File: src/pkg/afc_regs.svh
// register offsets, field positions, reset values and timing counts of the output format and power control
`ifndef AFC_REGS_SVH
`define AFC_REGS_SVH

// register offsets on the 8-bit control port
`define AFC_ADDR_DIV        8'h70
`define AFC_ADDR_PWR        8'h71
`define AFC_ADDR_DLL        8'h72
`define AFC_ADDR_OUTCTL     8'h73
`define AFC_ADDR_STATUS     8'h74

// output control fields
`define AFC_OUTCTL_FMT_LSB  0
`define AFC_OUTCTL_FMT_MSB  1
`define AFC_OUTCTL_CMOS     2
`define AFC_OUTCTL_DDR      3
`define AFC_OUTCTL_LOWDRV   4
`define AFC_OUTCTL_RESET    8'h00

// divider control fields
`define AFC_DIV_RATIO_LSB   0
`define AFC_DIV_RATIO_MSB   1
`define AFC_DIV_OVR         2
`define AFC_DIV_SLIP        3
`define AFC_DIV_RESET       8'h00

// power control fields
`define AFC_PWR_STATE_LSB   0
`define AFC_PWR_STATE_MSB   1
`define AFC_PWR_OVR         2
`define AFC_PWR_RESET       8'h00

// loop range field, zero selects the fast range
`define AFC_DLL_SLOW        0
`define AFC_DLL_RESET       8'h00

// status fields
`define AFC_STAT_LOCK       0
`define AFC_STAT_DIV_LSB    1
`define AFC_STAT_DIV_MSB    2
`define AFC_STAT_PWR_LSB    3
`define AFC_STAT_PWR_MSB    4
`define AFC_STAT_STRAP      5

// three-level strap pin codes
`define AFC_STRAP_LOW       2'b00
`define AFC_STRAP_FLOAT     2'b01
`define AFC_STRAP_HIGH      2'b10

// sample code geometry
`define AFC_CODE_MAX        16'sh1FFF
`define AFC_CODE_MIN        -16'sh2000
`define AFC_CODE_MID        14'h2000

// pipeline latency in sample periods
`define AFC_LATENCY         10

// loop relock: time in ns at the reference rate in MSPS, counted in samples
`define AFC_RELOCK_TIME_NS  100000
`define AFC_RELOCK_REF_MSPS 125
`define AFC_RELOCK_SAMPLES  ((`AFC_RELOCK_TIME_NS * `AFC_RELOCK_REF_MSPS) / 1000)

// clock cycles of strap synchroniser settling before straps are taken
`define AFC_STRAP_SETTLE    2'h3

`endif

File: src/pkg/afc_pkg.sv
// types shared by the output format and power control block
package afc_pkg;

    typedef enum logic [1:0] {
        AFC_FMT_TWOS,
        AFC_FMT_GRAY,
        AFC_FMT_OFFSET
    } afc_fmt_e;

    typedef enum logic [1:0] {
        AFC_PWR_NORMAL,
        AFC_PWR_SLEEP,
        AFC_PWR_NAP
    } afc_pwr_e;

    typedef enum logic [1:0] {
        AFC_DIV_1,
        AFC_DIV_2,
        AFC_DIV_4
    } afc_div_e;

    typedef logic [13:0] afc_code_t;

endpackage

File: src/core/afc_delay_line.sv
// parameterised shift line with advance enable, used for the sample pipeline and pin synchronisers
`timescale 1ns/1ns
`default_nettype none

module afc_delay_line #(
    parameter int WIDTH = 1,
    parameter int DEPTH = 2
) (
    input  wire logic             clk_i,
    input  wire logic             rst_i,
    input  wire logic             adv_i,
    input  wire logic [WIDTH-1:0] d_i,
    output logic      [WIDTH-1:0] q_o
);

    logic [WIDTH-1:0] stage_r [DEPTH];

    // each stage only feeds the next, so a synchroniser's first flop has one reader
    always_ff @(posedge clk_i or posedge rst_i) begin
        if (rst_i) begin
            for (int i = 0; i < DEPTH; i++) begin
                stage_r[i] <= '0;
            end
        end else if (adv_i) begin
            stage_r[0] <= d_i;
            for (int i = 1; i < DEPTH; i++) begin
                stage_r[i] <= stage_r[i-1];
            end
        end
    end

    assign q_o = stage_r[DEPTH-1];

endmodule // afc_delay_line

`default_nettype wire

File: src/core/afc_format_power_ctrl.sv
// digital side of the converter: code formatting, over-range, bus modes, divider, loop relock, power states
//
// Chosen here: the placing of the registers and the address-and-strobe port.
`timescale 1ns/1ns
`default_nettype none
`include "afc_regs.svh"

module afc_format_power_ctrl #(
    parameter int RELOCK_SAMPLES = `AFC_RELOCK_SAMPLES
) (
    input  wire logic               clk_i,
    input  wire logic               rst_i,
    // raw conversion result from the core, signed, wider than the code to show over-range
    input  wire logic signed [15:0] raw_code_i,
    // three-level strap pins, already resolved to codes, and divider sync pin
    input  wire logic [1:0]         divider_select_pin_i,
    input  wire logic [1:0]         power_state_pin_i,
    input  wire logic               divider_sync_reset_i,
    // register port
    input  wire logic [7:0]         reg_addr_i,
    input  wire logic [7:0]         reg_wdata_i,
    input  wire logic               reg_wr_i,
    input  wire logic               reg_rd_i,
    output logic      [7:0]         reg_rdata_o,
    // sample bus toward the capture logic
    output logic      [13:0]        data_o,
    output logic                    data_oe_o,
    output logic                    over_range_o,
    output logic                    over_range_oe_o,
    output logic                    output_sample_clock_o,
    output logic                    output_sample_clock_oe_o,
    // pad and core controls
    output logic                    cmos_mode_o,
    output logic                    ddr_mode_o,
    output logic                    lvds_low_drive_o,
    output logic                    dll_slow_range_o,
    output logic                    dll_locked_o,
    output afc_pkg::afc_pwr_e       power_state_o
);
    import afc_pkg::*;

    localparam int CNT_W = $clog2(RELOCK_SAMPLES + 1);

    logic [7:0]     outctl_r;
    logic [7:0]     divctl_r;
    logic [7:0]     pwrctl_r;
    logic [7:0]     dllctl_r;
    logic           slip_req_r;
    logic [4:0]     pins_sync;
    logic [1:0]     div_strap_r;
    logic [1:0]     pwr_strap_r;
    logic [1:0]     settle_r;
    logic           strap_taken_r;
    afc_div_e       div_eff;
    afc_div_e       div_prev_r;
    afc_pwr_e       pwr_eff;
    logic [1:0]     div_cnt_r;
    logic           sample_stb;
    logic           sync_prev_r;
    logic [CNT_W-1:0] relock_cnt_r;
    logic           locked_r;
    logic signed [15:0] clamped;
    logic           over_range;
    afc_code_t      offset_code;
    afc_code_t      fmt_code;
    logic [14:0]    pipe_q;
    afc_code_t      word_r;
    logic           half_r;
    logic [13:0]    data_r;
    logic           or_r;
    logic           oclk_r;
    logic           oe_r;
    logic [7:0]     rdata_r;

    // strap and sync pins come from outside, two flops before any use
    afc_delay_line #(
        .WIDTH (5),
        .DEPTH (2)
    ) u_pin_sync (
        .clk_i (clk_i),
        .rst_i (rst_i),
        .adv_i (1'b1),
        .d_i   ({divider_sync_reset_i, power_state_pin_i, divider_select_pin_i}),
        .q_o   (pins_sync)
    );

    // straps are taken once after reset release, when the synchroniser has settled
    always_ff @(posedge clk_i or posedge rst_i) begin
        if (rst_i) begin
            settle_r      <= 2'h0;
            strap_taken_r <= 1'b0;
            div_strap_r   <= `AFC_STRAP_FLOAT;
            pwr_strap_r   <= `AFC_STRAP_LOW;
        end else if (!strap_taken_r) begin
            settle_r <= settle_r + 2'h1;
            if (settle_r == `AFC_STRAP_SETTLE) begin
                strap_taken_r <= 1'b1;
                div_strap_r   <= pins_sync[1:0];
                pwr_strap_r   <= pins_sync[3:2];
            end
        end
    end

    // control registers; slip is a write pulse and never stored
    always_ff @(posedge clk_i or posedge rst_i) begin
        if (rst_i) begin
            outctl_r   <= `AFC_OUTCTL_RESET;
            divctl_r   <= `AFC_DIV_RESET;
            pwrctl_r   <= `AFC_PWR_RESET;
            dllctl_r   <= `AFC_DLL_RESET;
            slip_req_r <= 1'b0;
        end else begin
            slip_req_r <= 1'b0;
            if (reg_wr_i) begin
                case (reg_addr_i)
                    `AFC_ADDR_OUTCTL: outctl_r <= reg_wdata_i;
                    `AFC_ADDR_DIV: begin
                        divctl_r   <= reg_wdata_i & 8'h07;
                        slip_req_r <= reg_wdata_i[`AFC_DIV_SLIP];
                    end
                    `AFC_ADDR_PWR: pwrctl_r <= reg_wdata_i & 8'h07;
                    `AFC_ADDR_DLL: dllctl_r <= reg_wdata_i & 8'h01;
                    default: ;
                endcase
            end
        end
    end

    // effective divider: register override first, then strap
    always_comb begin
        div_eff = AFC_DIV_1;
        if (divctl_r[`AFC_DIV_OVR]) begin
            case (divctl_r[`AFC_DIV_RATIO_MSB:`AFC_DIV_RATIO_LSB])
                2'h1:    div_eff = AFC_DIV_2;
                2'h2:    div_eff = AFC_DIV_4;
                default: div_eff = AFC_DIV_1;
            endcase
        end else begin
            case (div_strap_r)
                `AFC_STRAP_LOW:  div_eff = AFC_DIV_2;
                `AFC_STRAP_HIGH: div_eff = AFC_DIV_4;
                default:         div_eff = AFC_DIV_1;
            endcase
        end
    end

    // effective power state: register override first, then strap
    always_comb begin
        pwr_eff = AFC_PWR_NORMAL;
        if (pwrctl_r[`AFC_PWR_OVR]) begin
            case (pwrctl_r[`AFC_PWR_STATE_MSB:`AFC_PWR_STATE_LSB])
                2'h1:    pwr_eff = AFC_PWR_SLEEP;
                2'h2:    pwr_eff = AFC_PWR_NAP;
                default: pwr_eff = AFC_PWR_NORMAL;
            endcase
        end else begin
            case (pwr_strap_r)
                `AFC_STRAP_FLOAT: pwr_eff = AFC_PWR_SLEEP;
                `AFC_STRAP_HIGH:  pwr_eff = AFC_PWR_NAP;
                default:          pwr_eff = AFC_PWR_NORMAL;
            endcase
        end
    end

    // clock divider; slip holds the count one extra cycle, only when dividing
    assign sample_stb = (div_cnt_r == 2'h0);
    always_ff @(posedge clk_i or posedge rst_i) begin
        if (rst_i) begin
            div_cnt_r   <= 2'h0;
            sync_prev_r <= 1'b0;
        end else begin
            sync_prev_r <= pins_sync[4];
            if (pins_sync[4] && !sync_prev_r) begin
                div_cnt_r <= 2'h0; // align phase on sync pin rising edge
            end else if (slip_req_r && div_eff != AFC_DIV_1) begin
                div_cnt_r <= div_cnt_r;
            end else if (sample_stb) begin
                case (div_eff)
                    AFC_DIV_2: div_cnt_r <= 2'h1;
                    AFC_DIV_4: div_cnt_r <= 2'h3;
                    default:   div_cnt_r <= 2'h0;
                endcase
            end else begin
                div_cnt_r <= div_cnt_r - 2'h1;
            end
        end
    end

    // loop relock counted in samples, so the time scales inversely with rate
    always_ff @(posedge clk_i or posedge rst_i) begin
        if (rst_i) begin
            div_prev_r   <= AFC_DIV_1;
            relock_cnt_r <= '0;
            locked_r     <= 1'b0;
        end else begin
            div_prev_r <= div_eff;
            if (div_eff != div_prev_r || !strap_taken_r) begin
                relock_cnt_r <= CNT_W'(RELOCK_SAMPLES);
                locked_r     <= 1'b0;
            end else if (sample_stb) begin
                if (relock_cnt_r != '0) begin
                    relock_cnt_r <= relock_cnt_r - 1'b1;
                end else begin
                    locked_r <= 1'b1;
                end
            end
        end
    end

    // saturate instead of wrapping, flag per sample
    always_comb begin
        over_range = 1'b0;
        clamped    = raw_code_i;
        if (raw_code_i > `AFC_CODE_MAX) begin
            over_range = 1'b1;
            clamped    = `AFC_CODE_MAX;
        end else if (raw_code_i < `AFC_CODE_MIN) begin
            over_range = 1'b1;
            clamped    = `AFC_CODE_MIN;
        end
    end

    // offset binary is the base every format is built from
    assign offset_code = clamped[13:0] ^ `AFC_CODE_MID;

    always_comb begin
        case (afc_fmt_e'(outctl_r[`AFC_OUTCTL_FMT_MSB:`AFC_OUTCTL_FMT_LSB]))
            AFC_FMT_OFFSET: fmt_code = offset_code;
            AFC_FMT_GRAY:   fmt_code = offset_code ^ (offset_code >> 1);
            default:        fmt_code = offset_code ^ `AFC_CODE_MID;
        endcase
    end

    // eleven sample periods from capture to pins, ten in this line and one in the bus register; flag travels beside its code
    afc_delay_line #(
        .WIDTH (15),
        .DEPTH (`AFC_LATENCY)
    ) u_pipe (
        .clk_i (clk_i),
        .rst_i (rst_i),
        .adv_i (sample_stb),
        .d_i   ({over_range, fmt_code}),
        .q_o   (pipe_q)
    );

    // bus driver: sdr shows whole word, ddr upper half on rising clock, lower on falling
    always_ff @(posedge clk_i or posedge rst_i) begin
        if (rst_i) begin
            word_r <= '0;
            half_r <= 1'b0;
            data_r <= '0;
            or_r   <= 1'b0;
            oclk_r <= 1'b0;
        end else if (sample_stb) begin
            word_r <= pipe_q[13:0];
            or_r   <= pipe_q[14];
            half_r <= outctl_r[`AFC_OUTCTL_DDR];
            if (outctl_r[`AFC_OUTCTL_DDR]) begin
                data_r <= {7'h00, pipe_q[13:7]};
                oclk_r <= 1'b1;
            end else begin
                data_r <= pipe_q[13:0];
                oclk_r <= ~oclk_r;
            end
        end else if (half_r) begin
            // lower half needs a second clk inside the sample period; divide 1 cannot show it
            data_r <= {7'h00, word_r[6:0]};
            oclk_r <= 1'b0;
            half_r <= 1'b0;
        end
    end

    // every output pad floats unless the power state is normal
    always_ff @(posedge clk_i or posedge rst_i) begin
        if (rst_i) begin
            oe_r <= 1'b0;
        end else begin
            oe_r <= strap_taken_r && (pwr_eff == AFC_PWR_NORMAL);
        end
    end

    // read data one cycle after the strobe, zero for unmapped offsets
    always_ff @(posedge clk_i or posedge rst_i) begin
        if (rst_i) begin
            rdata_r <= 8'h00;
        end else if (reg_rd_i) begin
            case (reg_addr_i)
                `AFC_ADDR_OUTCTL: rdata_r <= outctl_r;
                `AFC_ADDR_DIV:    rdata_r <= divctl_r;
                `AFC_ADDR_PWR:    rdata_r <= pwrctl_r;
                `AFC_ADDR_DLL:    rdata_r <= dllctl_r;
                `AFC_ADDR_STATUS: rdata_r <= {2'h0, strap_taken_r, pwr_eff, div_eff, locked_r};
                default:          rdata_r <= 8'h00;
            endcase
        end else begin
            rdata_r <= 8'h00;
        end
    end

    // pad controls registered so every output leaves a flop
    always_ff @(posedge clk_i or posedge rst_i) begin
        if (rst_i) begin
            cmos_mode_o      <= 1'b0;
            ddr_mode_o       <= 1'b0;
            lvds_low_drive_o <= 1'b0;
            dll_slow_range_o <= 1'b0;
            power_state_o    <= AFC_PWR_NORMAL;
        end else begin
            cmos_mode_o      <= outctl_r[`AFC_OUTCTL_CMOS];
            ddr_mode_o       <= outctl_r[`AFC_OUTCTL_DDR];
            lvds_low_drive_o <= outctl_r[`AFC_OUTCTL_LOWDRV] && !outctl_r[`AFC_OUTCTL_CMOS];
            dll_slow_range_o <= dllctl_r[`AFC_DLL_SLOW];
            power_state_o    <= pwr_eff;
        end
    end

    assign reg_rdata_o              = rdata_r;
    assign data_o                   = data_r;
    assign over_range_o             = or_r;
    assign output_sample_clock_o    = oclk_r;
    assign data_oe_o                = oe_r;
    assign over_range_oe_o          = oe_r;
    assign output_sample_clock_oe_o = oe_r;
    assign dll_locked_o             = locked_r;

endmodule // afc_format_power_ctrl

`default_nettype wire

File: config.mk
export PLATFORM = sky130hd
export DESIGN_NAME = afc_format_power_ctrl
export DESIGN_NICKNAME = d
export VERILOG_FILES = /design/src/pkg/afc_pkg.sv /design/src/core/afc_delay_line.sv /design/src/core/afc_format_power_ctrl.sv
export VERILOG_INCLUDE_DIRS = /design/src /design/src/pkg
export SDC_FILE = /design/constraint.sdc
export NUM_CORES = 1
export LEC_CHECK = 0
export ABC_CLOCK_PERIOD_IN_PS = 11700
export BUFFER_PORTS_ARGS = -buffer_cell sky130_fd_sc_hd__buf_2
export CAP_MARGIN = 20
export CORE_MARGIN = 2
export CORE_UTILIZATION = 40
export CTS_CLUSTER_DIAMETER = 60
export DETAILED_ROUTE_END_ITERATION = 8
export PLACE_DENSITY = 0.62
export SETUP_SLACK_MARGIN = 0.5
export SYNTH_ARGS = -nofsm -noshare
export SYNTH_HDL_FRONTEND = slang
export SYNTH_HIERARCHICAL = 1
export SYNTH_SLANG_ARGS = --single-unit
File: constraint.sdc
create_clock -name clk_i -period 11.7 [get_ports clk_i]
set_clock_uncertainty 0.05 [all_clocks]
set_input_delay 1.755 -clock clk_i [delete_from_list [all_inputs] [get_ports clk_i]]
set_output_delay 1.755 -clock clk_i [all_outputs]
set_load 0.03 [all_outputs]
# ---- Word-level counts from Yosys, hierarchy flattened
# Cells that the tools add are included.
dict set report totals {
  ff_bits 242
  latch_bits 0
  mem_bits_rw 0
  romBits 0
  out_inout_bits 34
  elab_cells 124
  memories 0
}
dict set report classes {
  add_sub_neg 3
  mul 0
  div 0
  order_cmp 2
  eq_ne 20
  n_shift 0
  mux 34
  bitwise_logic 4
  n_reduce_logical 23
}
# op n
set op_table {}
lappend op_table {{2-to-1 mux 14 bit} 8}
lappend op_table {{== test 8 x 7 -> 1 bit, second input constant} 5}
lappend op_table {{case mux 8 bit (5 select lines)} 1}
lappend op_table {{case mux 14 bit (2 select lines)} 1}
lappend op_table {{case mux 2 bit (2 select lines)} 5}
lappend op_table {{greater-than comparator 16 x 14 -> 1 bit, second input constant} 1}
lappend op_table {{less-than comparator 16 x 14 -> 1 bit, second input constant} 1}
lappend op_table {{== test 2 bit, second input constant} 7}
lappend op_table {{AND reduction 2 bit} 7}
lappend op_table {{nonzero test 14 bit} 1}
lappend op_table {{subtractor 14 x 1 -> 14 bit, second input constant} 1}
lappend op_table {{XOR 14 x 13 -> 14 bit} 1}
lappend op_table {{2-to-1 mux 1 bit} 13}
lappend op_table {{== test 2 x 1 -> 1 bit, second input constant} 5}
lappend op_table {{2-to-1 mux 2 bit} 5}
lappend op_table {{2-to-1 mux 8 bit} 1}
lappend op_table {{nonzero test 2 bit} 4}
lappend op_table {{logical NOT 2 bit} 3}
lappend op_table {{logical AND 1 bit} 4}
lappend op_table {{inequality test 2 bit, second input constant} 2}
lappend op_table {{logical NOT 1 bit} 3}
lappend op_table {{inverter 1 bit} 3}
lappend op_table {{adder 2 x 1 -> 2 bit, second input constant} 1}
lappend op_table {{inequality test 2 bit} 1}
lappend op_table {{2 further kinds} 2}

# ---- Logic depth before layout (Yosys ltp)
# Gate-level depths: netlist (run 1).
dict set report logic_depth {
  ltp_word 8
  ltp_mapped 9
  ltp_nobuf 7
}

# ---- Hierarchy
# The synthesis (run 1) kept the hierarchy.
# module instances cells_each area_each_um2
set by_module_without_submodules {}
lappend by_module_without_submodules {{afc_delay_line at u_pipe} 1 333 6098.3}
lappend by_module_without_submodules {afc_format_power_ctrl 1 401 4230.3}
lappend by_module_without_submodules {{afc_delay_line at u_pin_sync} 1 27 452.9}

# ---- Least setup slack after synthesis (run 1)
# OpenSTA, ideal clock, no wires.
dict set report synth_path {
  path_type {input-to-reg}
  from {input port reg_addr_i[7]}
  to {register outctl_r[0]}
  arrival_ns 3.070
  required_time_ns 11.525
  setup_slack_ns 8.455
  path_stages 5
  cell_sequence {nand4b_1 > nor4b_4 > and3_1 > buf_4 > mux2_2}
}
dict set report synth_via {
  elab_chain_cells 2
}
# item line
set synth_lines {}
lappend synth_lines {{start: declaration} afc_format_power_ctrl.sv:20} ;# input wire logic [7:0] reg_addr_i,
lappend synth_lines {{== test 8 x 7 -> 1 bit} afc_format_power_ctrl.sv:115} ;# case (reg_addr_i)
lappend synth_lines {{AND reduction 2 bit (no line)} -}
lappend synth_lines {{end signal: assignment} afc_format_power_ctrl.sv:107} ;# outctl_r <= `AFC_OUTCTL_RESET;
lappend synth_lines {{end signal: assignment} afc_format_power_ctrl.sv:116} ;# `AFC_ADDR_OUTCTL: outctl_r <= reg_wdata_i;
lappend synth_lines {{end: declaration} afc_format_power_ctrl.sv:44} ;# logic [7:0] outctl_r;
# No other way between the ends.
# A chain may end at the register's enable or synchronous reset.

# ---- Final worst setup path (run 1)
dict set report layout_path {
  from {input port reg_addr_i[7]}
  to {register outctl_r[2]}
}
# The elaborated chain is that of the path after synthesis.

==> results of run 1 <==
## how the worst min path moves through the flow
| stage | start | to | slack (ns) | cells past startpoint |
|---|---|---|---|---|
| 2_1_floorplan | outctl_r[3] | ddr_mode_o | 0.30 | 0 |
| 3_3_place_gp | dllctl_r[0] | dll_slow_range_o | 0.33 | 0 |
| 3_5_place_dp | dllctl_r[0] | dll_slow_range_o | 0.34 | 0 |
| 4_1_cts | dllctl_r[0] | dll_slow_range_o | 0.35 | 0 |
| 5_1_grt | u_pin_sync/q_o[4] | sync_prev_r | 0.37 | 0 |
| 6_report | dllctl_r[0] | dll_slow_range_o | 0.35 | 0 |
## cell usage in the layout (no fill, tap or decap), types with 3 or more instances in the layout
master / n
dfrtp_1: 241
mux2_4: 110
mux2_2: 82
buf_2: 74
a21oi_1: 31
clkbuf_16: 27
o21ai_0: 25
nor2_1: 21
nand2_1: 17
inv_1: 15
nand3_1: 14
nor2b_1: 13
and3_1: 11
mux2i_1: 11
a211oi_1: 8
or3_1: 7
a31o_2: 7
clkbuf_8: 7
or4_1: 6
clkinv_2: 6
ha_1: 6
nor4_1: 5
clkbuf_1: 5
o31ai_1: 4
nor3_1: 4
or2_2: 4
o32ai_1: 4
and2_1: 4
o311ai_0: 4
nand3b_1: 3
a31oi_1: 3
nand2b_1: 3
buf_4: 3
## registers in the layout, summed over array words and instances, names as in the netlist, 3 cells and up
| name | flops |
|---|---|
| u_pipe/stage_r | 135 |
| relock_cnt_r | 14 |
| u_pin_sync/stage_r | 5 |
| reg_rdata_o | 8 |
| data_o | 14 |
| divctl_r | 3 |
| outctl_r | 8 |
| pwrctl_r | 3 |
| u_pipe/q_o | 15 |
| u_pin_sync/q_o | 5 |
| word_r | 7 |
## per-stage QoR
stage	instance area [um^2]	hold WS [ns]	cells	worst slack, ns
6_report	12100	0.349	1171	8.56
5_1_grt	12100	0.373	1171	8.46
4_1_cts	12000	0.349	1169	8.58
3_5_place_dp	11200	0.335	1123	8.03
3_3_place_gp	11200	0.331	1123	8.12
2_1_floorplan	10800	0.302	761	5.86
## where the power goes
part	switching, uW	internal, uW	total [uW]
clock network	310	465	774
logic	365	586	952
registers	187	1160	1350
total	862	2210	3080
## cell families after synthesis
logic type,after synthesis,share of synthesized area
other,1,0.000348
DFF,242,0.562
xor gates and xnor gates,1,0.000812
buffers and inverters,74,0.0449
AOI/OAI and AO/OA,104,0.0623
muxes,203,0.249
and+or+nand+nor,130,0.0738
adders and majority gates,6,0.00696
## per-layer routing
| layer | vias to the layer above | GRT usage | share of wire |
|---|---|---|---|
| li1 | 2846 | - | - |
| met1 | 2918 | 0.198 | 0.52 |
| met2 | 100 | 0.183 | 0.42 |
| met3 | 27 | 0.0252 | 0.044 |
| met4 | 0 | 0.0367 | 0.020 |
| met5 | - | 0 | 0 |
## final cells by class
class | instances | area (um^2) | share of cell area
multi-input combinational | 445 | 4240 | 0.351
inverter | 18 | 81.3 | 0.00673
timing repair buffer | 79 | 448 | 0.0371
tap | 341 | 427 | 0.0353
clock buffer | 39 | 791 | 0.0654
clock inverter | 7 | 41.3 | 0.00342
sequential | 242 | 6060 | 0.501
## worst max-delay path, stage by stage
cell and delay [ns]:
buf_2 0.09, nand4b_1 0.31, nor4b_4 0.46, and3_1 0.48, mux2_2 0.39
==> out/qor.yml, run 1 <==
synthesis:
  avgSynthCellArea_um2: 14.2
  netlist_instances: 761
  synth-seq-cells: 242
  netlist_top_cells_area: "dfrtp_1 (56%), mux2_4 (15%), mux2_2 (8.6%)"
  synth_commonest_cells: "dfrtp_1 (241), mux2_4 (110), mux2_2 (82)"
  syn-num-nets: 808
  synth_top_flop_cell: "dfrtp_1"
  yosysMostFrequentCell: "dfrtp_1"
  ys_types: 63
  async_flop_share: 1.00
  synth.top_cell.area_share: 0.559
  netlist_area_um2: 10800
  yosysTopAreaCell: "dfrtp_1"
  synth_edf_count: 0
  ys_seq_area_frac: 0.562
  ys_warn_count: 6
global_route:
  overflow: 0
  antenna_found_initial: 0
  grt_pass1_vias: 5861
  grt_pass1_wl_um: 30500
  grt_start_max_net_pins: 141
  grt_util_all_layers: 0.128
timing:
  fin_crit_sh: 0.268
  slew_headroom: 0.273
  post-route-min-period_ns: 3.14
  final-setup-viol-count: 0
  finalSetupTns_ns: 0
  worst_pin_slew_ns: 1.09
  drv_slew: 0
  fmax_mhz: 318
  rsz0062_at_grt: "no"
  finalHoldViolations: 0
power_and_ir_drop:
  p_leak_uw: 0.00558
  finalPower_uw: 3080
  ir_drop_mv: 0.146
  power_density_nw_per_um2: 254
clock_tree:
  htree_levels: 1
  clock_path_buffers: 3
  cts_buffers: 26
  cts_tree: "yes"
  cts_root_buffer: "clkbuf_16"
  clock_latency_ns: 0.51
  clk_pin_slew_worst_paths_ns: 0.06
  holdBufCountCts: 0
  cts.sinks: 242
  post-cts-setup-buffer-count: 0
  cts_resized: 0
worst_hold_path:
  hold_class: "flip-flop to flip-flop"
route:
  vias_per_cell: 5.03
  drtPass1Iterations: 4
  totalWireLength_um: 17800
  drt_iter0_markers: 381
  drc: 0
  detail-route-antenna-nets: 0
  routedWlPerCell_um: 15.2
  vias: 5891
floorplanning:
  pin_count: 75
  fp.dieH_um: 168
  placementRows: 60
  initial_core_util: 0.403
  die-area_um2: 28300
  coreArea_um2: 26700
  die_w_um: 168
critical_path:
  startpoint: "reg_addr_i[7]"
  cp-endpoint: "outctl_r[2]"
  start_kind: "input port"
  timing.rr.end: "u_pipe/stage_r[52]"
  r2r_slack_ns: 8.67
  required_ns: 12.04
  end_kind: "flip-flop"
  critPathKind: "input port to flip-flop"
  r2r_cells: 4
  r2r_start: "div_cnt_r[1]"
  path_max_fanout: 8
  arrival_ns: 3.48
run:
  cap_violations: 0
place:
  place_congestion: 0.829
  dp_hpwl_um: 11600
  io_buffers: 74
outcome:
  status: "finished clean"
finish:
  nets: 859
  nFillCells: 2369
  drive_above_1_share: 0.407
  diodes: 0
  final_util: 0.452
  areaGrowthSynthToFinish_pct: 12.1
Power figures use the tool's default switching activity.
==> inputs of run 2 (changes only) <==
ABC_AREA = 1   (was unset)
ABC_CLOCK_PERIOD_IN_PS = 2700   (was 11700)
PLACE_DENSITY = 0.64   (was 0.62)
clock period = 2.7 ns   (was 11.7 ns; I/O delays follow)
==> run 2 against run 1 <==
Net effect:
- the flow now finishes with violations (DRC)
- count of clock-buffer cells in the layout down 3
- non-clock buffer count up 6
- combinational power rose to 3.1 times the previous value
- sequential power rose to 4.1 times the previous value
- utilization up 0.71 points
- total power rose to 3.9 times the previous value
- routed wire length up 13%
- design area down 0.69%
- sequential cell count unchanged
- via count up 33%
- critical path depth up 3
- sequential share of layout area up 0.35 points
- largest power group unchanged
==> out/qor.yml, run 2 <==
synthesis:
  synth_edf_count: 0
  netlist_instances: 1270
  synth_commonest_cells: "nand2_1 (602), dfrtp_1 (241), inv_1 (84)"
  ys_types: 41
  netlist_top_cells_area: "dfrtp_1 (57%), nand2_1 (21%), inv_1 (3.0%)"
  synth.top_cell.area_share: 0.565
  ys_seq_area_frac: 0.568
  netlist_area_um2: 10700
  yosysMostFrequentCell: "nand2_1"
  synth-seq-cells: 242
  yosysTopAreaCell: "dfrtp_1"
  async_flop_share: 1.00
  avgSynthCellArea_um2: 8.40
  synth_top_flop_cell: "dfrtp_1"
  ys_warn_count: 6
critical_path:
  worst-path-buf-inv: 2
  worstPathCellList: "inv_1 -> ha_1 -> nor2_2 -> inv_1 -> o21ai_0 -> o31ai_1 -> nand2_1 -> nand2_1"
  critPathKind: "flip-flop to flip-flop"
  cp_top_family: "flip-flops"
  path_max_fanout: 8
  cpPeakStageDelay_ns: 0.41
  end_kind: "flip-flop"
  slowest_stage: "dfrtp_1"
  required_ns: 3.07
  start_kind: "flip-flop"
  arrival_ns: 2.31
timing:
  rsz0062_at_grt: "no"
  worst_pin_slew_ns: 0.875
  fin_crit_sh: 0.721
  finalSetupTns_ns: 0
  final-setup-viol-count: 0
  fmax_mhz: 514
  hold_slack_ns: 0.0313
  drv_slew: 0
  finalHoldViolations: 0
  post-route-min-period_ns: 1.95
  slew_headroom: 0.417
route:
  routedWlPerCell_um: 12.0
  vias: 7813
  vias_per_cell: 4.68
  detail-route-antenna-nets: 0
  drc: 3
  totalWireLength_um: 20000
  drt_iter0_markers: 545
  drtPass1Iterations: 7
floorplanning:
  coreArea_um2: 26100
  die-area_um2: 28000
  pin_count: 75
  fp.dieH_um: 167
  die_w_um: 167
  placementRows: 59
  initial_core_util: 0.408
finish:
  multiInputGateArea_um2: 3760
  final_area_um2: 12000
  diodes: 0
  largest_reg_flops: 135
  final_common_cell: "nand2_1"
  mostFrequentLayoutCells: "nand2_1 (602), dfrtp_1 (241), inv_1 (82), buf_2 (74), nand3_1 (61)"
  areaGrowthSynthToFinish_pct: 12.5
  nets: 1361
  fin_cells: 1669
  top_register: "u_pipe/stage_r"
  nFillCells: 2575
  seqCellArea_um2: 6060
  drive_above_1_share: 0.125
power_and_ir_drop:
  p_leak_uw: 0.00642
  ir_drop_mv: 0.516
  power_density_nw_per_um2: 1010
  finalPower_uw: 12100
run:
  cap_violations: 0
clock_tree:
  clock_latency_ns: 0.52
  cts_tree: "yes"
  htree_levels: 1
  clock_path_buffers: 3
  clk_pin_slew_worst_paths_ns: 0.06
  cts.sinks: 242
  post-cts-setup-buffer-count: 0
  cts_buffers: 26
  cts_root_buffer: "clkbuf_16"
global_route:
  overflow: 0
  grt_pass1_vias: 7266
  grt_util_all_layers: 0.145
  grt_start_max_net_pins: 129
  grt_pass1_wl_um: 34600
  antenna_found_initial: 0
place:
  dp.cells: 1620
  place_congestion: 0.839
  io_buffers: 74
  dp_hpwl_um: 13000
  post_dp_cell_area_um2: 11100
outcome:
  status: "finished with violations"
  violations: "DRC"
worst_hold_path:
  hold_class: "input port to flip-flop"
## run 2: layer usage
layer	track usage	part of all wire	up-vias
met1	0.209	0.49	3614
met5	0	0	-
met4	0.0386	0.023	0
met2	0.229	0.44	144
met3	0.0239	0.044	35
li1	-	-	4020
## run 2: path summary, 6_finish.rpt
path,from,endpoint,slack [ns],cells after the start
max,outctl_r[0],u_pipe/stage_r[143],0.75,8
min,power_state_pin_i[0],u_pin_sync/stage_r[7],0.03,3
max reg2reg,outctl_r[0],u_pipe/stage_r[143],0.75,8
min reg2reg,dllctl_r[0],dll_slow_range_o,0.36,0
max in group asynchronous,rst_i,u_pipe/stage_r[60],1.30,4
min in group asynchronous,rst_i,u_pin_sync/stage_r[7],0.42,3
## run 2: kinds of logic (layout without fill, tap and decap cells)
kind of cell,after synthesis,in the layout,share of synthesized area
flops,242,242,0.568
compound gates,98,98,0.0504
buf+inv,161,224,0.0807
other cells,1,2,0.000352
mux,2,2,0.00211
fa+ha+maj,6,6,0.00704
xor+xnor,6,6,0.00493
simple gates,754,754,0.287
## run 2: repair_timing
item                       CTS  global route
hold buffers                 1             0
setup endpoints to repair    0             3
hold endpoints to repair    92             0
resized for setup            0             3
## run 2: area by class of cell
class,instances,share of cell area
inverter,91,0.0295
sequential,242,0.505
timing repair buffer,85,0.0432
clock buffer,36,0.0624
clock inverter,12,0.0118
multi-input combinational,868,0.313
tap,335,0.0349
## run 2: where the power goes
group / switching, uW / internal [uW]
clock network: 1400 / 2220
logic: 1950 / 1010
registers: 680 / 4890
total: 4020 / 8120
## run 2: tightest hold or removal path, stage by stage
cell and delay (ns):
buf_2 0.07, nand2_1 0.04, nand2_1 0.05
## run 2: per-stage QoR
stage | utilization | worst slack [ns]
global placement | 0.424 | 0.563
finish | 0.459 | 0.754
floorplan | - | 0.356
global route | 0.459 | 0.593
detailed placement | 0.424 | 0.548
CTS | 0.459 | 0.533
==> inputs of run 3 (changes only) <==
ABC_CLOCK_PERIOD_IN_PS = 2000   (was 2700)
PLACE_DENSITY = 0.62   (was 0.64)
clock period = 2 ns   (was 2.7 ns; I/O delays follow)
==> run 3 against run 2 <==
Net effect:
- the flow still finishes with violations (DRC)
- via count increased by 2.3%
- global-route usage increased by 0.53 points
- final cell count increased by 3.5%
- sequential power increased by 35%
- combinational power increased by 58%
- non-clock buffer count increased by 59
- worst setup slack got worse by 0.30 ns
- count of clock-buffer cells in the layout increased by 3
- die area unchanged
- clock power increased by 30%
- largest cell class unchanged
==> out/qor.yml, run 3 (same netlist as run 2, synthesis figures left out) <==
outcome:
  status: "finished with violations"
  violations: "DRC"
route:
  vias: 7995
  drt_iter0_markers: 553
  drc: 4
  vias_per_cell: 4.63
  totalWireLength_um: 21200
  drtPass1Iterations: 7
  detail-route-antenna-nets: 0
  routedWlPerCell_um: 12.3
finish:
  multiInputGateArea_um2: 3960
  largest_reg_flops: 135
  top_register: "u_pipe/stage_r"
  nets: 1422
  final_area_um2: 12800
  drive_above_1_share: 0.187
  mostFrequentLayoutCells: "nand2_1 (594), dfrtp_1 (237), buf_2 (73), inv_1 (70), nand3_1 (57)"
  diodes: 0
  seqCellArea_um2: 6060
  areaGrowthSynthToFinish_pct: 20.2
  fin_cells: 1727
  nFillCells: 2543
  final_common_cell: "nand2_1"
global_route:
  grt_start_max_net_pins: 118
  grtUsageMet1: 0.211
  top_usage_layer: "met2"
  overflow: 0
  antenna_found_initial: 0
  grt_pass1_vias: 7743
  grt_util_all_layers: 0.150
  grt_use_met2: 0.244
  grt_pass1_wl_um: 36000
  met3_usage: 0.0201
clock_tree:
  htree_levels: 1
  clock_path_buffers: 3
  cts_buffers: 27
  clk_pin_slew_worst_paths_ns: 0.06
  clock_latency_ns: 0.52
  cts_tree: "yes"
  cts_root_buffer: "clkbuf_16"
  cts.sinks: 242
timing:
  rsz0062_at_grt: "yes"
  finalHoldViolations: 0
  fmax_mhz: 646
  final-setup-viol-count: 0
  worst_pin_slew_ns: 0.509
  finalSetupTns_ns: 0
  drv_slew: 0
  slew_headroom: 0.657
  setup_ws_ns: 0.451
  fin_crit_sh: 0.774
  post-route-min-period_ns: 1.55
critical_path:
  end_kind: "flip-flop"
  arrival_ns: 1.91
  slowest_stage: "dfrtp_2"
  cpPeakStageDelay_ns: 0.43
  worstPathCellList: "inv_2 -> ha_4 -> nor2_4 -> o21ai_1 -> o21ai_1 -> inv_1 -> nand2_1 -> nand2_1"
  required_ns: 2.36
  r2r_slack_ns: 0.45
  path_max_fanout: 6
  cp-endpoint: "u_pipe/stage_r[147]"
  r2r_start: "outctl_r[0]"
  start_kind: "flip-flop"
  r2r_cells: 8
  startpoint: "outctl_r[0]"
  timing.rr.end: "u_pipe/stage_r[147]"
  critPathKind: "flip-flop to flip-flop"
power_and_ir_drop:
  ir_drop_mv: 0.675
  power_frac_seq: 0.446
  p_leak_uw: 0.00676
  power_density_nw_per_um2: 1320
  power_frac_comb: 0.275
  clkPwrFrac: 0.279
  power_switching_uw: 5650
  power.internal_uw: 11300
  finalPower_uw: 16900
  p_sw_frac: 0.334
place:
  dp_hpwl_um: 13100
  post_dp_cell_area_um2: 11200
  dp.cells: 1632
  io_buffers: 74
  place_ws_ns: 0.142
  place_congestion: 0.837
floorplanning:
  pin_count: 75
  placementRows: 59
  die_w_um: 167
  die-area_um2: 28000
  fp.dieH_um: 167
  initial_core_util: 0.408
  coreArea_um2: 26100
worst_hold_path:
  hold_class: "input port to flip-flop"
run:
  cap_violations: 0
## run 3: power groups by stage
stage               combinational [uW]  clock, uW  sequential [uW]
floorplan                         3490          0             7570
global placement                  4020          0             7540
detailed placement                4100          0             7590
CTS                               4410       4860             7510
global route                      5420       5060             7760
finish                            4650       4720             7540
## run 3: what timing repair did
action	in CTS	in global routing
buffers inserted	25	7
pin swaps	16	25
gates resized for setup	38	54
gates cloned	1	3
setup endpoints to repair	129	177
endpoints found under the hold margin	113	0
hold buffers	13	0
## run 3: how the worst min path moves through the flow
stage                              start             endpoint  slack, ns  depth (start not counted)
after floorplan                    rst_i    u_pin_sync/q_o[0]       0.09                          1
after global placement             rst_i  u_pipe/stage_r[127]       0.28                          2
after detailed placement           rst_i  u_pipe/stage_r[127]       0.28                          2
after CTS                 reg_wdata_i[0]          outctl_r[0]       0.01                          3
after global routing      reg_wdata_i[0]          outctl_r[0]       0.04                          3
final                           reg_wr_i          dllctl_r[0]       0.03                          3
## run 3: through the flow
stage,hold slack (ns),utilization
4_1_cts,0.0137,0.480
2_1_floorplan,0.0902,-
3_3_place_gp,0.283,0.429
3_5_place_dp,0.277,0.429
5_1_grt,0.0427,0.490
6_report,0.0316,0.490
## run 3: metal layers
layer / vias up / wire length [um]
li1: 4152 / -
met1: 3713 / 10300
met2: 100 / 9860
met3: 30 / 680
met4: 0 / 364
met5: - / 0
## run 3: cell type report
type	count	area share
repair buffers	144	0.0881
clock inverters	7	0.00517
well taps	335	0.0327
clock buffers	39	0.0617
flip-flops and latches	242	0.473
inverters	91	0.0296
repair inverters	1	0.000586
multi-input cells	868	0.309
## run 3: critical path, delay by kind of cell, from the launching register on
family                     cells  cell delay (ns)
adders and majority gates      1             0.23
AOI/OAI and AO/OA              2             0.30
buffers and inverters          2             0.16
and+or+nand+nor                3             0.27
DFF                            1             0.43
